<file path="src/design/adsc_pkg.sv">
/*
  Shared constants, field positions, reset values and types of the serial control register bank.
  Assumes a single system clock domain; every user names items as adsc_pkg::name.
*/
package adsc_pkg;

  // Control word framing.
  localparam int unsigned CTRL_WORD_BITS = 16;
  localparam int unsigned SEL_HIGH_BIT   = 10;
  localparam int unsigned SEL_LOW_BIT    = 9;

  // Volume word fields.
  localparam int unsigned LEVEL_COMMIT_BIT = 8;
  localparam int unsigned LEVEL_CODE_MSB   = 7;
  localparam logic [7:0]  LEVEL_CODE_UNITY = 8'hff;
  localparam logic [8:0]  GAIN_UNITY       = 9'h100;

  // Playback control word fields.
  localparam int unsigned SOFT_MUTE_BIT     = 0;
  localparam int unsigned DEEMPH_LOW_BIT    = 1;
  localparam int unsigned DEEMPH_HIGH_BIT   = 2;
  localparam int unsigned FORCE_ZERO_BIT    = 3;
  localparam int unsigned ZERO_DETECT_BIT   = 4;

  // Format control word fields.
  localparam int unsigned I2S_FORMAT_BIT    = 0;
  localparam int unsigned LR_POLARITY_BIT   = 1;
  localparam int unsigned WORD_LENGTH_BIT   = 2;
  localparam int unsigned SHARED_LEVEL_BIT  = 3;
  localparam int unsigned ROUTE_LEFT_MSB    = 4;
  localparam int unsigned ROUTE_RIGHT_MSB   = 6;

  // Reset values of the four words.
  localparam logic [15:0] LEFT_VOLUME_RESET   = 16'h00ff;
  localparam logic [15:0] RIGHT_VOLUME_RESET  = 16'h02ff;
  localparam logic [15:0] PLAYBACK_CTRL_RESET = 16'h0400;
  localparam logic [15:0] FORMAT_CTRL_RESET   = 16'h0690;

  // Timing counts.
  localparam int unsigned INIT_CLOCKS    = 1024;
  localparam int unsigned ZERO_RUN_WIDTH = 17;

  typedef enum logic [1:0] {
    REG_LEFT_VOLUME   = 2'b00,
    REG_RIGHT_VOLUME  = 2'b01,
    REG_PLAYBACK_CTRL = 2'b10,
    REG_FORMAT_CTRL   = 2'b11
  } adsc_reg_sel_t;

  typedef enum logic [1:0] {
    DEEMPH_OFF   = 2'b00,
    DEEMPH_48K   = 2'b01,
    DEEMPH_44K1  = 2'b10,
    DEEMPH_32K   = 2'b11
  } adsc_deemph_t;

  typedef enum logic [1:0] {
    ROUTE_MUTE    = 2'b00,
    ROUTE_RIGHT   = 2'b01,
    ROUTE_LEFT    = 2'b10,
    ROUTE_AVERAGE = 2'b11
  } adsc_route_t;

  typedef enum logic [1:0] {
    ST_HOLD = 2'b00,
    ST_INIT = 2'b01,
    ST_RUN  = 2'b10
  } adsc_state_t;

  typedef struct packed {
    logic [4:0]    reserved;
    adsc_reg_sel_t reg_sel;
    logic [8:0]    payload;
  } adsc_ctrl_word_t;

  typedef struct packed {
    logic mode_select;
    logic ext_reset_n;
    logic ctrl_clock;
    logic ctrl_latch;
    logic ctrl_data;
    logic bit_clock;
    logic lr_clock;
    logic audio_data;
  } adsc_pins_t;

endpackage : adsc_pkg

</file>
<file path="src/design/adsc_sync.sv">
/*
  Two flip-flop synchroniser for a group of pin levels.
  Assumes the inputs are asynchronous levels; only the second stage is visible outside.
*/
`timescale 1ns/1ps
module adsc_sync #(
  parameter int unsigned WIDTH = 8
) (
  input  wire logic             clk,
  input  wire logic             rst,
  input  wire logic [WIDTH-1:0] async_in,
  output logic      [WIDTH-1:0] sync_out
);

  logic [WIDTH-1:0] meta_q;

  // The first stage feeds only the second stage.
  always_ff @(posedge clk) begin
    if (rst) begin
      meta_q   <= '0;
      sync_out <= '0;
    end else begin
      meta_q   <= async_in;
      sync_out <= meta_q;
    end
  end

endmodule : adsc_sync

</file>
<file path="src/design/adsc_ctrl_regs.sv">
/*
  Serial control port and control register bank of a stereo audio converter.
  Assumes all pins are asynchronous to CLK and are sampled at the system clock rate,
  which must be well above the rates of the serial control clock and the bit clock.
*/
`timescale 1ns/1ps
module adsc_ctrl_regs #(
  parameter int unsigned ZERO_RUN_BITS = 65536
) (
  input  wire logic                 CLK,
  input  wire logic                 RST,
  input  wire logic                 MODE_SELECT,
  input  wire logic                 EXTERNAL_RESET_PIN_N,
  input  wire logic                 SERIAL_CONTROL_CLOCK,
  input  wire logic                 CONTROL_LATCH,
  input  wire logic                 CONTROL_SERIAL_IN,
  input  wire logic                 SERIAL_BIT_CLOCK,
  input  wire logic                 LEFT_RIGHT_CLOCK,
  input  wire logic                 AUDIO_DATA_IN,
  output logic [8:0]                LEFT_GAIN,
  output logic [8:0]                RIGHT_GAIN,
  output logic                      SOFT_MUTE,
  output adsc_pkg::adsc_deemph_t    DEEMPH_MODE,
  output logic                      OUT_MID_SCALE,
  output logic                      I2S_FORMAT,
  output logic                      WORD_LEN_18,
  output logic                      LR_POLARITY,
  output logic                      CHAN_IS_LEFT,
  output adsc_pkg::adsc_route_t     LEFT_ROUTE,
  output adsc_pkg::adsc_route_t     RIGHT_ROUTE,
  output logic                      CTRL_READY
);

  localparam logic [adsc_pkg::ZERO_RUN_WIDTH-1:0] ZERO_RUN_LIMIT =
    adsc_pkg::ZERO_RUN_WIDTH'(ZERO_RUN_BITS);
  localparam logic [10:0] INIT_LAST = 11'(adsc_pkg::INIT_CLOCKS - 1);

  adsc_pkg::adsc_pins_t       pins_raw;
  adsc_pkg::adsc_pins_t       pins_s;
  adsc_pkg::adsc_state_t      state_q;
  adsc_pkg::adsc_state_t      state_d;
  adsc_pkg::adsc_ctrl_word_t  word_in;
  adsc_pkg::adsc_deemph_t     deemph_reg;
  adsc_pkg::adsc_deemph_t     deemph_pin;
  adsc_pkg::adsc_route_t      left_route_reg;
  adsc_pkg::adsc_route_t      right_route_reg;

  logic [10:0]                         init_cnt_q;
  logic                                ctrl_clock_prev_q;
  logic                                ctrl_latch_prev_q;
  logic                                bit_clock_prev_q;
  logic [adsc_pkg::CTRL_WORD_BITS-1:0] shift_q;
  logic [15:0]                         regs_q [4];
  logic [7:0]                          left_active_q;
  logic [7:0]                          right_active_q;
  logic [adsc_pkg::ZERO_RUN_WIDTH-1:0] zero_run_q;
  logic                                hold;
  logic                                sw_mode;
  logic                                ctrl_clock_rise;
  logic                                latch_fall;
  logic                                bit_clock_rise;
  logic                                write_en;
  logic                                zero_run_hit;
  logic [7:0]                          right_code;
  logic [15:0]                         play_w;
  logic [15:0]                         fmt_w;
  logic                                left_commit;
  logic                                right_commit;
  logic                                pin_mute;

  // Converts a level code into the gain numerator over 256.
  function automatic logic [8:0] level_gain(input logic [7:0] code);
    logic [8:0] gain;
    gain = {1'b0, code};
    if (code == adsc_pkg::LEVEL_CODE_UNITY) begin
      gain = adsc_pkg::GAIN_UNITY;
    end
    return gain;
  endfunction : level_gain

  assign pins_raw.mode_select = MODE_SELECT;
  assign pins_raw.ext_reset_n = EXTERNAL_RESET_PIN_N;
  assign pins_raw.ctrl_clock  = SERIAL_CONTROL_CLOCK;
  assign pins_raw.ctrl_latch  = CONTROL_LATCH;
  assign pins_raw.ctrl_data   = CONTROL_SERIAL_IN;
  assign pins_raw.bit_clock   = SERIAL_BIT_CLOCK;
  assign pins_raw.lr_clock    = LEFT_RIGHT_CLOCK;
  assign pins_raw.audio_data  = AUDIO_DATA_IN;

  // All pins pass the same two stages, so data and shift clock keep their relative timing.
  adsc_sync #(
    .WIDTH($bits(adsc_pkg::adsc_pins_t))
  ) u_pin_sync (
    .clk      (CLK),
    .rst      (RST),
    .async_in (pins_raw),
    .sync_out (pins_s)
  );

  // Internal reset covers the system reset and a low external reset pin.
  assign hold    = RST || !pins_s.ext_reset_n;
  assign sw_mode = pins_s.mode_select;

  assign ctrl_clock_rise = pins_s.ctrl_clock && !ctrl_clock_prev_q;
  assign latch_fall      = !pins_s.ctrl_latch && ctrl_latch_prev_q;
  assign bit_clock_rise  = pins_s.bit_clock && !bit_clock_prev_q;

  assign word_in  = shift_q;
  assign write_en = latch_fall && sw_mode && (state_q == adsc_pkg::ST_RUN);

  assign play_w = regs_q[adsc_pkg::REG_PLAYBACK_CTRL];
  assign fmt_w  = regs_q[adsc_pkg::REG_FORMAT_CTRL];

  assign zero_run_hit = (zero_run_q >= ZERO_RUN_LIMIT);

  // Shared level uses the left active code for the right output.
  assign right_code = fmt_w[adsc_pkg::SHARED_LEVEL_BIT] ? left_active_q : right_active_q;

  // Fields decoded from the stored words.
  assign deemph_reg = adsc_pkg::adsc_deemph_t'(
    {play_w[adsc_pkg::DEEMPH_HIGH_BIT], play_w[adsc_pkg::DEEMPH_LOW_BIT]});
  assign left_route_reg = adsc_pkg::adsc_route_t'(
    {fmt_w[adsc_pkg::ROUTE_LEFT_MSB], fmt_w[adsc_pkg::ROUTE_LEFT_MSB+1]});
  assign right_route_reg = adsc_pkg::adsc_route_t'(
    {fmt_w[adsc_pkg::ROUTE_RIGHT_MSB], fmt_w[adsc_pkg::ROUTE_RIGHT_MSB+1]});

  // Parallel pin mode: a low latch pin mutes; data and shift clock pins pick de-emphasis.
  assign pin_mute   = !pins_s.ctrl_latch;
  assign deemph_pin = adsc_pkg::adsc_deemph_t'({pins_s.ctrl_clock, pins_s.ctrl_data});

  // Commit strobes; a write with the commit bit clear only updates the stored word.
  assign left_commit  = write_en && word_in.payload[adsc_pkg::LEVEL_COMMIT_BIT] &&
                        (word_in.reg_sel == adsc_pkg::REG_LEFT_VOLUME);
  assign right_commit = write_en && word_in.payload[adsc_pkg::LEVEL_COMMIT_BIT] &&
                        (word_in.reg_sel == adsc_pkg::REG_RIGHT_VOLUME);

  // Edge history of the synchronised pins.
  always_ff @(posedge CLK) begin
    if (RST) begin
      ctrl_clock_prev_q <= 1'b0;
      ctrl_latch_prev_q <= 1'b0;
      bit_clock_prev_q  <= 1'b0;
    end else begin
      ctrl_clock_prev_q <= pins_s.ctrl_clock;
      ctrl_latch_prev_q <= pins_s.ctrl_latch;
      bit_clock_prev_q  <= pins_s.bit_clock;
    end
  end

  // Initialisation sequence after the external reset pin rises.
  always_comb begin
    state_d = state_q;
    unique case (state_q)
      adsc_pkg::ST_HOLD: begin
        state_d = adsc_pkg::ST_INIT;
      end
      adsc_pkg::ST_INIT: begin
        if (init_cnt_q == INIT_LAST) begin
          state_d = adsc_pkg::ST_RUN;
        end
      end
      adsc_pkg::ST_RUN: begin
        state_d = adsc_pkg::ST_RUN;
      end
      default: begin
        state_d = adsc_pkg::ST_HOLD;
      end
    endcase
  end

  always_ff @(posedge CLK) begin
    if (hold) begin
      state_q    <= adsc_pkg::ST_HOLD;
      init_cnt_q <= '0;
    end else begin
      state_q <= state_d;
      if (state_q == adsc_pkg::ST_INIT) begin
        init_cnt_q <= init_cnt_q + 11'h001;
      end
    end
  end

  // Serial shift register, most significant bit first.
  // The word is kept after a latch fall, but a latch fall during initialisation writes nothing, so a word loaded then is lost.
  always_ff @(posedge CLK) begin
    if (hold) begin
      shift_q <= '0;
    end else if (sw_mode && ctrl_clock_rise && pins_s.ctrl_latch) begin
      shift_q <= {shift_q[adsc_pkg::CTRL_WORD_BITS-2:0], pins_s.ctrl_data};
    end
  end

  // Control words, stored as written including the selection bits.
  always_ff @(posedge CLK) begin
    if (hold) begin
      regs_q[adsc_pkg::REG_LEFT_VOLUME]   <= adsc_pkg::LEFT_VOLUME_RESET;
      regs_q[adsc_pkg::REG_RIGHT_VOLUME]  <= adsc_pkg::RIGHT_VOLUME_RESET;
      regs_q[adsc_pkg::REG_PLAYBACK_CTRL] <= adsc_pkg::PLAYBACK_CTRL_RESET;
      regs_q[adsc_pkg::REG_FORMAT_CTRL]   <= adsc_pkg::FORMAT_CTRL_RESET;
    end else if (write_en) begin
      regs_q[word_in.reg_sel] <= shift_q;
    end
  end

  // Active levels follow the stored code only on a commit write.
  always_ff @(posedge CLK) begin
    if (hold) begin
      left_active_q  <= adsc_pkg::LEFT_VOLUME_RESET[adsc_pkg::LEVEL_CODE_MSB:0];
      right_active_q <= adsc_pkg::RIGHT_VOLUME_RESET[adsc_pkg::LEVEL_CODE_MSB:0];
    end else begin
      if (left_commit) begin
        left_active_q <= word_in.payload[adsc_pkg::LEVEL_CODE_MSB:0];
      end
      if (right_commit) begin
        right_active_q <= word_in.payload[adsc_pkg::LEVEL_CODE_MSB:0];
      end
    end
  end

  // Zero run counter on the audio data, counted in bit clock edges.
  always_ff @(posedge CLK) begin
    if (hold) begin
      zero_run_q <= '0;
    end else if (bit_clock_rise) begin
      if (pins_s.audio_data) begin
        zero_run_q <= '0;
      end else if (!zero_run_hit) begin
        zero_run_q <= zero_run_q + 1'b1;
      end
    end
  end

  // Attenuation outputs.
  always_ff @(posedge CLK) begin
    if (hold) begin
      LEFT_GAIN  <= adsc_pkg::GAIN_UNITY;
      RIGHT_GAIN <= adsc_pkg::GAIN_UNITY;
    end else if (sw_mode) begin
      LEFT_GAIN  <= level_gain(left_active_q);
      RIGHT_GAIN <= level_gain(right_code);
    end else begin
      LEFT_GAIN  <= adsc_pkg::GAIN_UNITY;
      RIGHT_GAIN <= adsc_pkg::GAIN_UNITY;
    end
  end

  // Mute and de-emphasis, from the register or from the parallel pins.
  always_ff @(posedge CLK) begin
    if (hold) begin
      SOFT_MUTE   <= 1'b0;
      DEEMPH_MODE <= adsc_pkg::DEEMPH_OFF;
    end else if (sw_mode) begin
      SOFT_MUTE   <= play_w[adsc_pkg::SOFT_MUTE_BIT];
      DEEMPH_MODE <= deemph_reg;
    end else begin
      SOFT_MUTE   <= pin_mute;
      DEEMPH_MODE <= deemph_pin;
    end
  end

  // Mid-scale forcing; the modulator is disconnected while this is high.
  always_ff @(posedge CLK) begin
    if (hold) begin
      OUT_MID_SCALE <= 1'b1;
    end else if (state_q != adsc_pkg::ST_RUN) begin
      OUT_MID_SCALE <= 1'b1;
    end else if (!sw_mode) begin
      OUT_MID_SCALE <= 1'b0;
    end else if (play_w[adsc_pkg::FORCE_ZERO_BIT]) begin
      OUT_MID_SCALE <= 1'b1;
    end else begin
      OUT_MID_SCALE <= play_w[adsc_pkg::ZERO_DETECT_BIT] && zero_run_hit;
    end
  end

  // Input format selections.
  always_ff @(posedge CLK) begin
    if (hold) begin
      I2S_FORMAT  <= 1'b0;
      WORD_LEN_18 <= 1'b0;
      LR_POLARITY <= 1'b0;
    end else if (sw_mode) begin
      I2S_FORMAT  <= fmt_w[adsc_pkg::I2S_FORMAT_BIT];
      WORD_LEN_18 <= fmt_w[adsc_pkg::WORD_LENGTH_BIT];
      LR_POLARITY <= fmt_w[adsc_pkg::LR_POLARITY_BIT];
    end else begin
      I2S_FORMAT  <= 1'b0;
      WORD_LEN_18 <= 1'b0;
      LR_POLARITY <= 1'b0;
    end
  end

  // Channel currently carried by the left-right clock.
  always_ff @(posedge CLK) begin
    if (hold) begin
      CHAN_IS_LEFT <= 1'b0;
    end else if (sw_mode) begin
      CHAN_IS_LEFT <= pins_s.lr_clock ^ fmt_w[adsc_pkg::LR_POLARITY_BIT];
    end else begin
      CHAN_IS_LEFT <= pins_s.lr_clock;
    end
  end

  // Output routing.
  always_ff @(posedge CLK) begin
    if (hold) begin
      LEFT_ROUTE  <= adsc_pkg::ROUTE_LEFT;
      RIGHT_ROUTE <= adsc_pkg::ROUTE_RIGHT;
    end else if (sw_mode) begin
      LEFT_ROUTE  <= left_route_reg;
      RIGHT_ROUTE <= right_route_reg;
    end else begin
      LEFT_ROUTE  <= adsc_pkg::ROUTE_LEFT;
      RIGHT_ROUTE <= adsc_pkg::ROUTE_RIGHT;
    end
  end

  // Port ready for latching words.
  always_ff @(posedge CLK) begin
    if (hold) begin
      CTRL_READY <= 1'b0;
    end else begin
      CTRL_READY <= (state_q == adsc_pkg::ST_RUN) && sw_mode;
    end
  end

endmodule : adsc_ctrl_regs

</file>
<file path="config.mk">
export PLATFORM = sky130hd
export DESIGN_NAME = adsc_ctrl_regs
export DESIGN_NICKNAME = d
export VERILOG_FILES = /design/src/design/adsc_pkg.sv /design/src/design/adsc_sync.sv /design/src/design/adsc_ctrl_regs.sv
export SDC_FILE = /design/constraint.sdc
export NUM_CORES = 1
export LEC_CHECK = 0
export BUFFER_PORTS_ARGS = -buffer_cell sky130_fd_sc_hd__clkbuf_2
export CAP_MARGIN = 20
export CORE_UTILIZATION = 58
export CTS_BUF_LIST = sky130_fd_sc_hd__clkbuf_4 sky130_fd_sc_hd__clkbuf_8
export CTS_CLUSTER_SIZE = 16
export DETAILED_ROUTE_END_ITERATION = 16
export PLACE_DENSITY_LB_ADDON = 0.2
export SLEW_MARGIN = 30
export SYNTH_ARGS = -nofsm -noshare
export SYNTH_HDL_FRONTEND = slang
export SYNTH_SLANG_ARGS = --single-unit
</file>
<file path="constraint.sdc">
create_clock -name CLK -period 2.25 [get_ports CLK]
set_input_delay 0.45 -clock CLK [delete_from_list [all_inputs] [get_ports CLK]]
set_output_delay 0.45 -clock CLK [all_outputs]
set_load 0.02 [all_outputs]
</file>
* Word level (Yosys, flattened, before mapping)
Memories as Yosys holds them, arrays and structs flattened. Cells that the tools add are included.
Operators by class: reductions and logical operators 25, multiplexer cells 20, magnitude comparators 1, equal/unequal tests 9, add/subtract/negate cells 2, bitwise operators 2
Operator list (count):
- two-way mux 17 bit | 2
- two-way mux 9 bit | 2
- adder 17 x 1 -> 17 bit, second input constant | 1
- >= comparator 17 bit, second input constant | 1
- == test 8 bit, second input constant | 2
- two-way mux 16 bit | 1
- OR reduction 16 bit | 1
- logical AND 1 bit | 12
- adder 11 x 1 -> 11 bit, second input constant | 1
- == test 11 x 10 -> 1 bit, second input constant | 1
- two-way mux 1 bit | 10
- two-way mux 8 bit | 1
- two-way mux 2 bit | 3
- case mux 2 bit (3 select lines) | 1
- OR reduction 3 bit | 2
- == test 2 x 1 -> 1 bit, second input constant | 2
- zero test 1 bit | 4
- zero test 2 bit | 2
- != test 2 bit, second input constant | 2
- OR reduction 2 bit | 2
- == test 2 bit, second input constant | 1
- != test 2 x 1 -> 1 bit, second input constant | 1
- AND reduction 2 bit | 1
- logical OR 1 bit | 1
- other kinds (2) | 2
Word-level totals: RAM bits 64, memories kept 1, flip-flop bits (word level) 112, logic and storage cells 85, bits of input ports 10, output and inout bits 31
Memory list:
- regs_q | depth 4, width 16, rd ports 2, clocked after Yosys merged registers in 0, write ports 4, line adsc_ctrl_regs.sv:53 | logic [15:0] regs_q [4];

* Longest topological paths before layout
Gate-level depths: netlist of the first run.
depth in word-level cells 9, depth in mapped cells 7, mapped depth without buffers 6

* Cells and area by module
Synthesis of the first run repeated with hierarchy kept, for this count alone.
Unflattened totals: cells, all modules 446, area, all modules 4459.3 um^2
Modules (own cells, without submodules):
- adsc_ctrl_regs | cells an instance 413, times used 1, area each 3995.1 um^2
- adsc_sync | cells an instance 33, times used 1, area each 464.2 um^2

* Worst setup path before layout of the first run
Ideal clock, no wire load.
kind input -> register, start input RST, end memory regs_q[2][0], enable pin, data arrival time 1.539 ns, required time 1.934 ns, cell stages on the path 5, setup slack 0.395 ns, library setup time 0.316 ns, cell sequence nand2b_1 -> clkbuf_1 -> nor4_4 -> and3b_1 -> nand2b_1
RTL lines:
- from (decl) | line adsc_ctrl_regs.sv:11 | input wire logic RST,
- to (decl) | line adsc_ctrl_regs.sv:53

* Final worst setup path of the first run
start register state_q[0], end register right_active_q[3]
On the way: longest elaborated chain between the ends 4
RTL lines:
- from (decl) | line adsc_ctrl_regs.sv:40 | adsc_pkg::adsc_state_t state_q;
- from (signal assigned) | line adsc_ctrl_regs.sv:173 | state_q <= adsc_pkg::ST_HOLD;
- from (signal assigned) | line adsc_ctrl_regs.sv:176 | state_q <= state_d;
- == test 2 bit | line adsc_ctrl_regs.sv:109 | assign write_en = latch_fall && sw_mode && (state_q == adsc_pkg::ST_RUN);
- logical AND 1 bit | line adsc_ctrl_regs.sv:109
- logical AND 1 bit (2 in series) | line adsc_ctrl_regs.sv:134 | assign right_commit = write_en && word_in.payload[adsc_pkg::LEVEL_COMMIT_BIT] &&
- to (signal assigned) | line adsc_ctrl_regs.sv:209 | right_active_q <= adsc_pkg::RIGHT_VOLUME_RESET[adsc_pkg::LEVEL_CODE_MSB:0];
- to (signal assigned) | line adsc_ctrl_regs.sv:215 | right_active_q <= word_in.payload[adsc_pkg::LEVEL_CODE_MSB:0];
- to (decl) | line adsc_ctrl_regs.sv:55 | logic [7:0] right_active_q;
Every way passes these cells. A chain may end at the register's enable or synchronous reset.

==> impl_metrics.yaml, run 1 <==
power_and_ir_drop:
  static-leakage-power_nw: 1.997
  total_switching_power_mw: 0.9240
  pwr-share-comb_pct: 1.6
  switching_share_pct: 23.10
  power.density_cell_area_nw_per_um2: 785.7
  vdd.ir_drop.worst_mv: 0.6628
  p_int_mw: 3.076
  power.sequential.fraction_pct: 54.8
  power_frac_clock_pct: 43.7
place:
  place.detailed.hpwl_um: 5505
  port-buffer-count: 40
  routability_congestion_estimate: 0.8012
global_route:
  grt_first_pass_wirelength_um: 13480
  globalRouteOverflowTotal: 0
  antenna_found_initial: 0
  grt_use_total_pct: 23.15
  number_of_global_route_vias_before_repair: 2882
  grt_start_max_net_pins: 36
cells_and_area:
  layout.nets: 504
  post_route_cells_drive_above_1_share_pct: 16.73
  flow.area_growth_from_synthesis_pct: 15.17
  number_of_antenna_repair_diodes: 0
  final_core_util_pct: 69.82
logic_synthesis:
  post_synthesis_simple_gate_area_fraction_pct: 24.06
  synthesis.nets: 456
  synth_edf_count: 13
  synth-xor-area-share_pct: 2.774
  synth_seq_area_share_pct: 57.29
  synth_top_cells_by_count: "107 x sky130_fd_sc_hd__dfxtp_1, 45 x sky130_fd_sc_hd__nand2_1, 43 x sky130_fd_sc_hd__nor2_1"
  synth_cells: 441
  ys_warn_count: 0
  post_synthesis_average_cell_area_um2: 10.02
  share_of_the_synthesized_area_in_the_top_cell_type_pct: 48.46
  synth_compound_gate_area_share_pct: 7.331
  synth.ff_latch_count: 120
  synth_area_um2: 4420
  synthArstFlopShare_pct: 0
  synth-adder-area-share_pct: 1.415
  ys.flop_type: "sky130_fd_sc_hd__dfxtp_1"
  ys_types: 40
  synth_top_cell_by_area: "sky130_fd_sc_hd__dfxtp_1"
  dominant_combinational_cell_family_by_area_after_synthesis: "simple AND/OR/NAND/NOR gates"
  post_synth_main_area_contributors: "sky130_fd_sc_hd__dfxtp_1 48%, sky130_fd_sc_hd__edfxtp_1 8.8%, sky130_fd_sc_hd__mux2i_1 4.8%"
  muxShareOfSynthArea_pct: 4.755
  yosysMostFrequentCell: "sky130_fd_sc_hd__dfxtp_1"
clock_tree:
  clk-insertion-delay-late_ns: 0.43
  clock_tree.buffer_depth: 2
  cts_made_buffers: 17
  cts.hold.buffers_added: 0
  post-cts-setup-buffers: 0
  worst_setup_hold_path_clk_slew_ns: 0.07
  root_buffer_cell: "sky130_fd_sc_hd__clkbuf_8"
  clock_sink_count: 120
  cts_resized: 0
  tritoncts: "built"
  h-tree-depth: 4
critical_path:
  critical_path.n_buffers_inverters: 1
  cell_family_with_the_largest_share_of_critical_path_delay: "simple AND/OR/NAND/NOR gates"
  timing.critical_path.from_type: "flip-flop"
  critPathArrivalTime_ns: 2.24
  critPathSlowestCell: "sky130_fd_sc_hd__nand4b_1"
  timing.critical_path.slowest_cell_delay_ns: 0.49
  end_kind: "flip-flop"
  classification_of_the_worst_setup_path: "reg -> reg"
  cp_max_fo: 8
  timing.critical_path.required_ns: 2.57
  worstPathCellList: "inv_1 -> ha_1 -> and4b_1 -> nand4b_1 -> mux2i_1 -> nand2_1"
floorplan:
  dieWidth_um: 89.30
  die_area_um2: 7974
  fp.coreArea_um2: 7292
  chip_height_um: 89.30
  i_o_pins: 41
  starting_density_pct: 60.62
  placementRows: 31
sta:
  finalHoldViolCount: 0
  setup_violation_total_in_the_final_timing_report: 0
  fmax_mhz: 520.4
  worst_tran_pin_value_ns: 0.5925
  unrepaired_setup_endpoints_after_global_routing: "false"
  relSlewSlack_pct: 60.29
  final.setup.tns_ns: 0
  final_min_period_over_clock_period_pct: 85.41
  timing.clock.skew_ns: 0.01148
  post-route-min-period_ns: 1.922
  timing_max_transition_violations_final: 0
detailed_routing:
  ant_nets: 0
  route.final.wire_length_um: 8359
  detail_route.iter0.violations: 153
  wl_per_cell_um: 13.91
  remaining_drc_errors: 0
  via_count: 3211
  drt-pass1-iter-count: 4
  detail_route.vias_per_cell: 5.343
min_path:
  worst_hold_path_type: "in -> reg"
run_status:
  outcome: "finished clean"
run:
  drv.max_cap_violation_count: 0
cells by family after synthesis:
logic type,Yosys count
and+or+nand+nor,197
DFF,120
AOI/OAI and AO/OA,57
buffers and inverters,27
muxes,21
xor gates and xnor gates,14
adders and majority gates,5
power by group through the flow:
stage | clock network (mW) | logic [mW] | registers [mW]
6_report | 1.75 | 0.0623 | 2.19
3_5_place_dp | 0 | 0.0628 | 2.24
4_1_cts | 1.77 | 0.0631 | 2.19
5_1_grt | 1.88 | 0.0694 | 2.19
3_3_place_gp | 0 | 0.0606 | 2.24
2_1_floorplan | 0 | 0.0441 | 2.24
layout make-up:
class	count	area, um2
flip-flops and latches	120	2532
fillers	609	2201
multi-input cells	294	1783
repair buffers	48	260.3
clock buffers	17	234.0
clock inverters	15	127.6
well taps	99	123.9
inverters	8	30.03
per-stage QoR:
stage / std cells / hold slack [ns] / setup slack, ns / power (mW) / cell area, um2
floorplan: 441 / 0.4051 / 0.3951 / 2.279 / 4420
finish: 601 / 0.2287 / 0.3284 / 4.000 / 5091
global placement: 569 / 0.4204 / 0.3891 / 2.300 / 4730
detailed placement: 569 / 0.4232 / 0.3603 / 2.302 / 4730
global route: 601 / 0.2110 / 0.1769 / 4.142 / 5091
CTS: 601 / 0.2165 / 0.3665 / 4.028 / 5091
state kept, by name (all words and copies together) (netlist names), 2 cells and up:
register / count
DEEMPH_MODE: 2
RIGHT_GAIN: 9
u_pin_sync.meta_q: 8
init_cnt_q: 11
u_pin_sync.sync_out: 8
shift_q: 11
regs_q: 13
RIGHT_ROUTE: 2
LEFT_GAIN: 9
LEFT_ROUTE: 2
right_active_q: 8
state_q: 2
left_active_q: 8
zero_run_q: 17
cell usage in the layout (no fill, tap or decap), types with 3 or more instances in the layout:
cell type and instances:
sky130_fd_sc_hd__dfxtp_1 107, sky130_fd_sc_hd__nand2_1 45, sky130_fd_sc_hd__nor2_1 43, sky130_fd_sc_hd__clkbuf_2 40, sky130_fd_sc_hd__a21oi_1 32, sky130_fd_sc_hd__and2_1 23
sky130_fd_sc_hd__mux2i_1 21, sky130_fd_sc_hd__nor2b_1 20, sky130_fd_sc_hd__clkbuf_8 17, sky130_fd_sc_hd__edfxtp_1 13, sky130_fd_sc_hd__nand4_1 11, sky130_fd_sc_hd__o21ai_0 10
sky130_fd_sc_hd__o31ai_1 9, sky130_fd_sc_hd__inv_1 8, sky130_fd_sc_hd__nand3_1 8, sky130_fd_sc_hd__or4_1 8, sky130_fd_sc_hd__buf_4 8, sky130_fd_sc_hd__nor3_1 7
sky130_fd_sc_hd__xnor2_1 7, sky130_fd_sc_hd__xor2_1 7, sky130_fd_sc_hd__nand2b_1 5, sky130_fd_sc_hd__and3_1 5, sky130_fd_sc_hd__or3_1 5, sky130_fd_sc_hd__ha_1 5
sky130_fd_sc_hd__clkinv_2 5, sky130_fd_sc_hd__o21a_1 3, sky130_fd_sc_hd__nor4_1 3, sky130_fd_sc_hd__clkinv_4 3, sky130_fd_sc_hd__clkinvlp_4 3
routing by layer:
metal / GRT usage [%] / routed length [um]
met1: 28.74 / 3754
met2: 37.13 / 4176
met3: 7.202 / 348
met4: 10.53 / 79
met5: 0 / 0
worst paths after layout:
| path | slack [ns] | end | cells after the start | startpoint |
|---|---|---|---|---|
| max | 0.33 | right_active_q[3] | 6 | state_q[0] |
| min | 0.23 | u_pin_sync.meta_q[7] | 2 | MODE_SELECT |
| max reg2reg | 0.33 | right_active_q[3] | 6 | state_q[0] |
| min reg2reg | 0.44 | u_pin_sync.sync_out[6] | 1 | u_pin_sync.meta_q[6] |
worst register-to-register path, delay by kind of cell, from the launching register on:
family | cells | cell delay, ns
buffers and inverters | 1 | 0.08
adder cells (fa/ha/maj) | 1 | 0.24
multiplexers | 1 | 0.33
AND/OR/NAND/NOR | 3 | 0.84
flip-flops | 1 | 0.33
No activity file was read; power rests on OpenSTA's default activity.
==> run 2, diff against run 1 <==
Settings changed: CTS_BUF_LIST sky130_fd_sc_hd__clkbuf_4 sky130_fd_sc_hd__clkbuf_8 to default.
==> run 2 against run 1 <==
Critical path depth stayed put. Global-route usage grew 1.4 points. Combinational power up 0.6%. Critical path type unchanged. Non-clock buffer count did not move. Worst setup slack got worse by 0.018 ns. Critical endpoint unchanged. Final area rose by 3.5%. Highest routed layer unchanged.
==> impl_metrics.yaml, run 2 (synthesis gave the netlist of run 1 again) <==
cells_and_area:
  final_cell_count_no_fill: 601
  mostFrequentLayoutCells: "107 x sky130_fd_sc_hd__dfxtp_1, 45 x sky130_fd_sc_hd__nand2_1, 43 x sky130_fd_sc_hd__nor2_1"
  largestRegisters: "zero_run_q: 17 flops, regs_q: 13 flops"
  post_route_cells_drive_above_1_share_pct: 16.73
  layout.nets: 504
  number_of_antenna_repair_diodes: 0
  regMostFlops: "zero_run_q"
  final_core_util_pct: 72.29
  mostFrequentLayoutCell: "sky130_fd_sc_hd__dfxtp_1"
  largest_register_ff_count: 17
  flow.area_growth_from_synthesis_pct: 19.25
critical_path:
  timing.critical_path.slowest_cell_delay_ns: 0.49
  critPathSlowestCell: "sky130_fd_sc_hd__nand4b_1"
  timing.rr.end: "right_active_q[3]"
  worst_r2r_startpoint: "state_q[0]"
  end_kind: "flip-flop"
  worstPathCellList: "inv_1 -> ha_1 -> and4b_1 -> nand4b_1 -> mux2i_1 -> nand2_1"
  critPathArrivalTime_ns: 2.33
  cell_family_with_the_largest_share_of_critical_path_delay: "simple AND/OR/NAND/NOR gates"
  critical_path.n_buffers_inverters: 1
  classification_of_the_worst_setup_path: "reg -> reg"
  timing.critical_path.from_type: "flip-flop"
  cp_max_fo: 8
  reg2reg_setup_slack_ns: 0.31
  timing.critical_path.required_ns: 2.64
  worst_r2r_path_depth: 6
detailed_routing:
  via_count: 3261
  remaining_drc_errors: 0
  detail_route.iter0.violations: 129
  route.final.wire_length_um: 8814
  wl_per_cell_um: 14.67
  drt-pass1-iter-count: 4
  detail_route.vias_per_cell: 5.426
  ant_nets: 0
sta:
  unrepaired_setup_endpoints_after_global_routing: "false"
  relSlewSlack_pct: 60.46
  post-route-min-period_ns: 1.940
  finalHoldViolCount: 0
  final_min_period_over_clock_period_pct: 86.23
  final.setup.tns_ns: 0
  final.hold.worst_slack_ns: 0.1518
  worst_tran_pin_value_ns: 0.5900
  setup_violation_total_in_the_final_timing_report: 0
  timing.clock.skew_ns: 0.007984
  timing_max_transition_violations_final: 0
  fmax_mhz: 515.4
run:
  drv.max_cap_violation_count: 0
floorplan:
  dieWidth_um: 89.30
  starting_density_pct: 60.62
  placementRows: 31
  die_area_um2: 7974
  i_o_pins: 41
  fp.coreArea_um2: 7292
  chip_height_um: 89.30
clock_tree:
  worst_setup_hold_path_clk_slew_ns: 0.06
  root_buffer_cell: "sky130_fd_sc_hd__clkbuf_8"
  clock_tree.buffer_depth: 2
  tritoncts: "built"
  post-cts-setup-buffers: 0
  cts_made_buffers: 17
  cts.hold.buffers_added: 0
  h-tree-depth: 4
  clock_sink_count: 120
  cts_resized: 0
  clk-insertion-delay-late_ns: 0.50
min_path:
  min_path_cells: 2
  min_to: "u_pin_sync.meta_q[7]"
  hold_path.startpoint: "MODE_SELECT"
  worst_hold_path_type: "in -> reg"
place:
  routability_congestion_estimate: 0.8012
  place.detailed.hpwl_um: 5505
  port-buffer-count: 40
  placed_cells_incl_taps: 569
power_and_ir_drop:
  pwr-share-comb_pct: 1.3
  static-leakage-power_nw: 2.079
  power_frac_clock_pct: 51.9
  total_switching_power_mw: 1.021
  vdd.ir_drop.worst_mv: 0.5984
  post-layout-total-power_mw: 4.690
  power.sequential.fraction_pct: 46.8
  power.density_cell_area_nw_per_um2: 889.8
  switching_share_pct: 21.77
  p_int_mw: 3.669
global_route:
  antenna_found_initial: 0
  grt_use_total_pct: 24.56
  grt_first_pass_wirelength_um: 14370
  number_of_global_route_vias_before_repair: 3046
  globalRouteOverflowTotal: 0
  grt_start_max_net_pins: 36
run_status:
  outcome: "finished clean"
==> run 2: cell count changes in the layout (fill, tap and decap cells not counted) <==
| cell | previous run | this run |
|---|---|---|
| sky130_fd_sc_hd__clkbuf_16 | 0 | 16 |
| sky130_fd_sc_hd__clkbuf_8 | 17 | 1 |
==> run 2: per-layer routing <==
| metal | wire length, um | vias up | share of wire [%] | GRT usage (%) |
|---|---|---|---|---|
| met5 | 0 | - | 0 | 0 |
| met4 | 185 | 0 | 2.1 | 11.83 |
| met3 | 437 | 20 | 5.0 | 6.002 |
| met2 | 4379 | 85 | 50 | 41.57 |
| met1 | 3811 | 1539 | 43 | 29.45 |
| li1 | - | 1617 | - | - |
==> run 2: power groups by stage <==
| stage | sequential, mW | combinational [mW] | clock (mW) |
|---|---|---|---|
| 6_report | 2.19 | 0.0627 | 2.43 |
| 5_1_grt | 2.20 | 0.0697 | 2.56 |
| 4_1_cts | 2.19 | 0.0636 | 2.45 |
| 3_5_place_dp | 2.24 | 0.0628 | 0 |
| 3_3_place_gp | 2.24 | 0.0606 | 0 |
| 2_1_floorplan | 2.24 | 0.0441 | 0 |
==> run 2: final cells by class <==
| type | count | area (um2) |
|---|---|---|
| Clock buffer | 17 | 414.1 |
| Clock inverter | 15 | 127.6 |
| Fill cell | 575 | 2021 |
| Inverter | 8 | 30.03 |
| Multi-Input combinational cell | 294 | 1783 |
| Sequential cell | 120 | 2532 |
| Tap cell | 99 | 123.9 |
| Timing Repair Buffer | 48 | 260.3 |
==> run 2: how the worst max path moves through the flow <==
| stage | from | to | depth (start not counted) |
|---|---|---|---|
| floorplan | RST | regs_q[2][0] | 5 |
| global placement | RST | regs_q[2][0] | 5 |
| detailed placement | RST | regs_q[2][0] | 5 |
| finish | state_q[0] | right_active_q[3] | 6 |
| global route | state_q[0] | right_active_q[1] | 6 |
| CTS | state_q[0] | right_active_q[3] | 6 |
==> run 2: through the flow <==
step                setup WS [ns]  cell area (um2)
floorplan                  0.3951             4420
global placement           0.3891             4730
detailed placement         0.3603             4730
CTS                        0.3464             5271
global route               0.2019             5271
finish                     0.3099             5271
==> run 3, diff against run 2 <==
Settings changed: CORE_UTILIZATION 58 to 42.
==> run 3 against run 2 <==
Critical endpoint unchanged. Critical path depth unchanged. Highest routed layer unchanged. Hold slack got worse by 0.014 ns. Register-to-register slack improved by 0.17 ns.
==> impl_metrics.yaml, run 3 (synthesis gave the netlist of run 1 again) <==
run_status:
  outcome: "finished clean"
critical_path:
  cell_family_with_the_largest_share_of_critical_path_delay: "simple AND/OR/NAND/NOR gates"
  worst_r2r_path_depth: 6
  worst-path-stages: 6
  critPathSlowestCell: "sky130_fd_sc_hd__nand4b_1"
  timing.critical_path.from_type: "flip-flop"
  critical_path.n_buffers_inverters: 1
  timing.critical_path.slowest_cell_delay_ns: 0.45
  critPathArrivalTime_ns: 2.17
  worstPathCellList: "inv_1 -> ha_1 -> and4b_1 -> nand4b_1 -> mux2i_1 -> nand2_1"
  end_kind: "flip-flop"
  classification_of_the_worst_setup_path: "reg -> reg"
  timing.critical_path.required_ns: 2.65
  cp_max_fo: 8
run:
  drv.max_cap_violation_count: 0
cells_and_area:
  final_design_area_no_fill_um2: 5298
  flow.area_growth_from_synthesis_pct: 19.84
  layout.nets: 503
  mostFrequentLayoutCells: "107 x sky130_fd_sc_hd__dfxtp_1, 45 x sky130_fd_sc_hd__nand2_1, 43 x sky130_fd_sc_hd__nor2_1"
  regMostFlops: "zero_run_q"
  mostFrequentLayoutCell: "sky130_fd_sc_hd__dfxtp_1"
  final_cell_count_no_fill: 634
  largestRegisters: "zero_run_q: 17 flops, regs_q: 13 flops"
  number_of_antenna_repair_diodes: 0
  largest_register_ff_count: 17
  post_route_cells_drive_above_1_share_pct: 15.26
floorplan:
  i_o_pins: 41
  starting_density_pct: 43.01
  fp.coreArea_um2: 10280
  dieWidth_um: 104.6
  placementRows: 37
  die_area_um2: 10940
  chip_height_um: 104.6
power_and_ir_drop:
  pwr-share-comb_pct: 1.3
  switching_share_pct: 19.15
  static-leakage-power_nw: 2.073
  power_frac_clock_pct: 51.5
  power.sequential.fraction_pct: 47.2
  power.density_cell_area_nw_per_um2: 879.0
  total_switching_power_mw: 0.8919
  p_int_mw: 3.765
  post-layout-total-power_mw: 4.656
  vdd.ir_drop.worst_mv: 0.4156
sta:
  unrepaired_setup_endpoints_after_global_routing: "false"
  fmax_mhz: 563.9
  timing_max_transition_violations_final: 0
  finalHoldViolCount: 0
  relSlewSlack_pct: 63.38
  final.setup.tns_ns: 0
  final_min_period_over_clock_period_pct: 78.82
  post-route-min-period_ns: 1.773
  setup_violation_total_in_the_final_timing_report: 0
  worst_tran_pin_value_ns: 0.5464
  timing.clock.skew_ns: 0.008181
place:
  port-buffer-count: 40
  place.detailed.hpwl_um: 5610
  detailed_place.area_um2: 4768
  placed_cells_incl_taps: 605
  routability_congestion_estimate: 0.7895
clock_tree:
  root_buffer_cell: "sky130_fd_sc_hd__clkbuf_8"
  clock_sink_count: 120
  clk-insertion-delay-late_ns: 0.52
  cts_made_buffers: 17
  worst_setup_hold_path_clk_slew_ns: 0.05
  clock_tree.buffer_depth: 2
  cts.hold.buffers_added: 0
  h-tree-depth: 4
  tritoncts: "built"
  post-cts-setup-buffers: 0
  cts_resized: 0
global_route:
  grt_first_pass_wirelength_um: 13900
  globalRouteOverflowTotal: 0
  number_of_global_route_vias_before_repair: 2889
  antenna_found_initial: 0
  grt_start_max_net_pins: 36
  grt_use_total_pct: 16.62
detailed_routing:
  drt-pass1-iter-count: 4
  dr_wl_met3_um: 364
  via_count: 3139
  remaining_drc_errors: 0
  detail_route.iter0.violations: 104
  wire_length_on_met1_um: 3905
  wl_per_cell_um: 13.03
  routed-wl-met2_um: 3863
  ant_nets: 0
  detail_route.vias_per_cell: 4.951
  top_signal_layer_used: "met4"
  route.final.wire_length_um: 8258
min_path:
  worst_hold_path_type: "in -> reg"
  min_path_cells: 2
## run 3: routing by layer
layer / up-vias / GRT usage [%]
met4: 0 / 8.954
met2: 62 / 25.07
met5: - / 0
met1: 1455 / 20.76
li1: 1611 / -
met3: 11 / 5.926
## run 3: worst paths after layout
path / startpoint / end / slack, ns
setup reg to reg: state_q[0] / right_active_q[3] / 0.48
hold reg to reg: u_pin_sync.meta_q[2] / u_pin_sync.sync_out[2] / 0.44
hold / removal: RST / bit_clock_prev_q / 0.14
setup / recovery: state_q[0] / right_active_q[3] / 0.48
## run 3: area by class of cell
type,count,area (um2)
Fill cell,970,4980
Sequential cell,120,2532
Multi-Input combinational cell,294,1783
Clock buffer,25,484.2
Timing Repair Buffer,47,252.7
Tap cell,136,170.2
Clock inverter,4,45.04
Inverter,8,30.03
## run 3: power by group through the flow
stage	logic [mW]	registers, mW	clock network (mW)
global placement	0.0613	2.24	0
finish	0.0613	2.20	2.40
floorplan	0.0441	2.24	0
CTS	0.0628	2.19	2.47
global route	0.0700	2.20	2.57
detailed placement	0.0627	2.24	0
## run 3: stage by stage
stage / setup slack [ns] / hold WS [ns] / util [%]
2_1_floorplan: 0.3951 / 0.4051 / -
3_3_place_gp: 0.4889 / 0.4175 / 46.40
3_5_place_dp: 0.4452 / 0.4275 / 46.40
4_1_cts: 0.4689 / 0.1091 / 51.55
5_1_grt: 0.2769 / 0.1226 / 51.55
6_report: 0.4766 / 0.1378 / 51.55
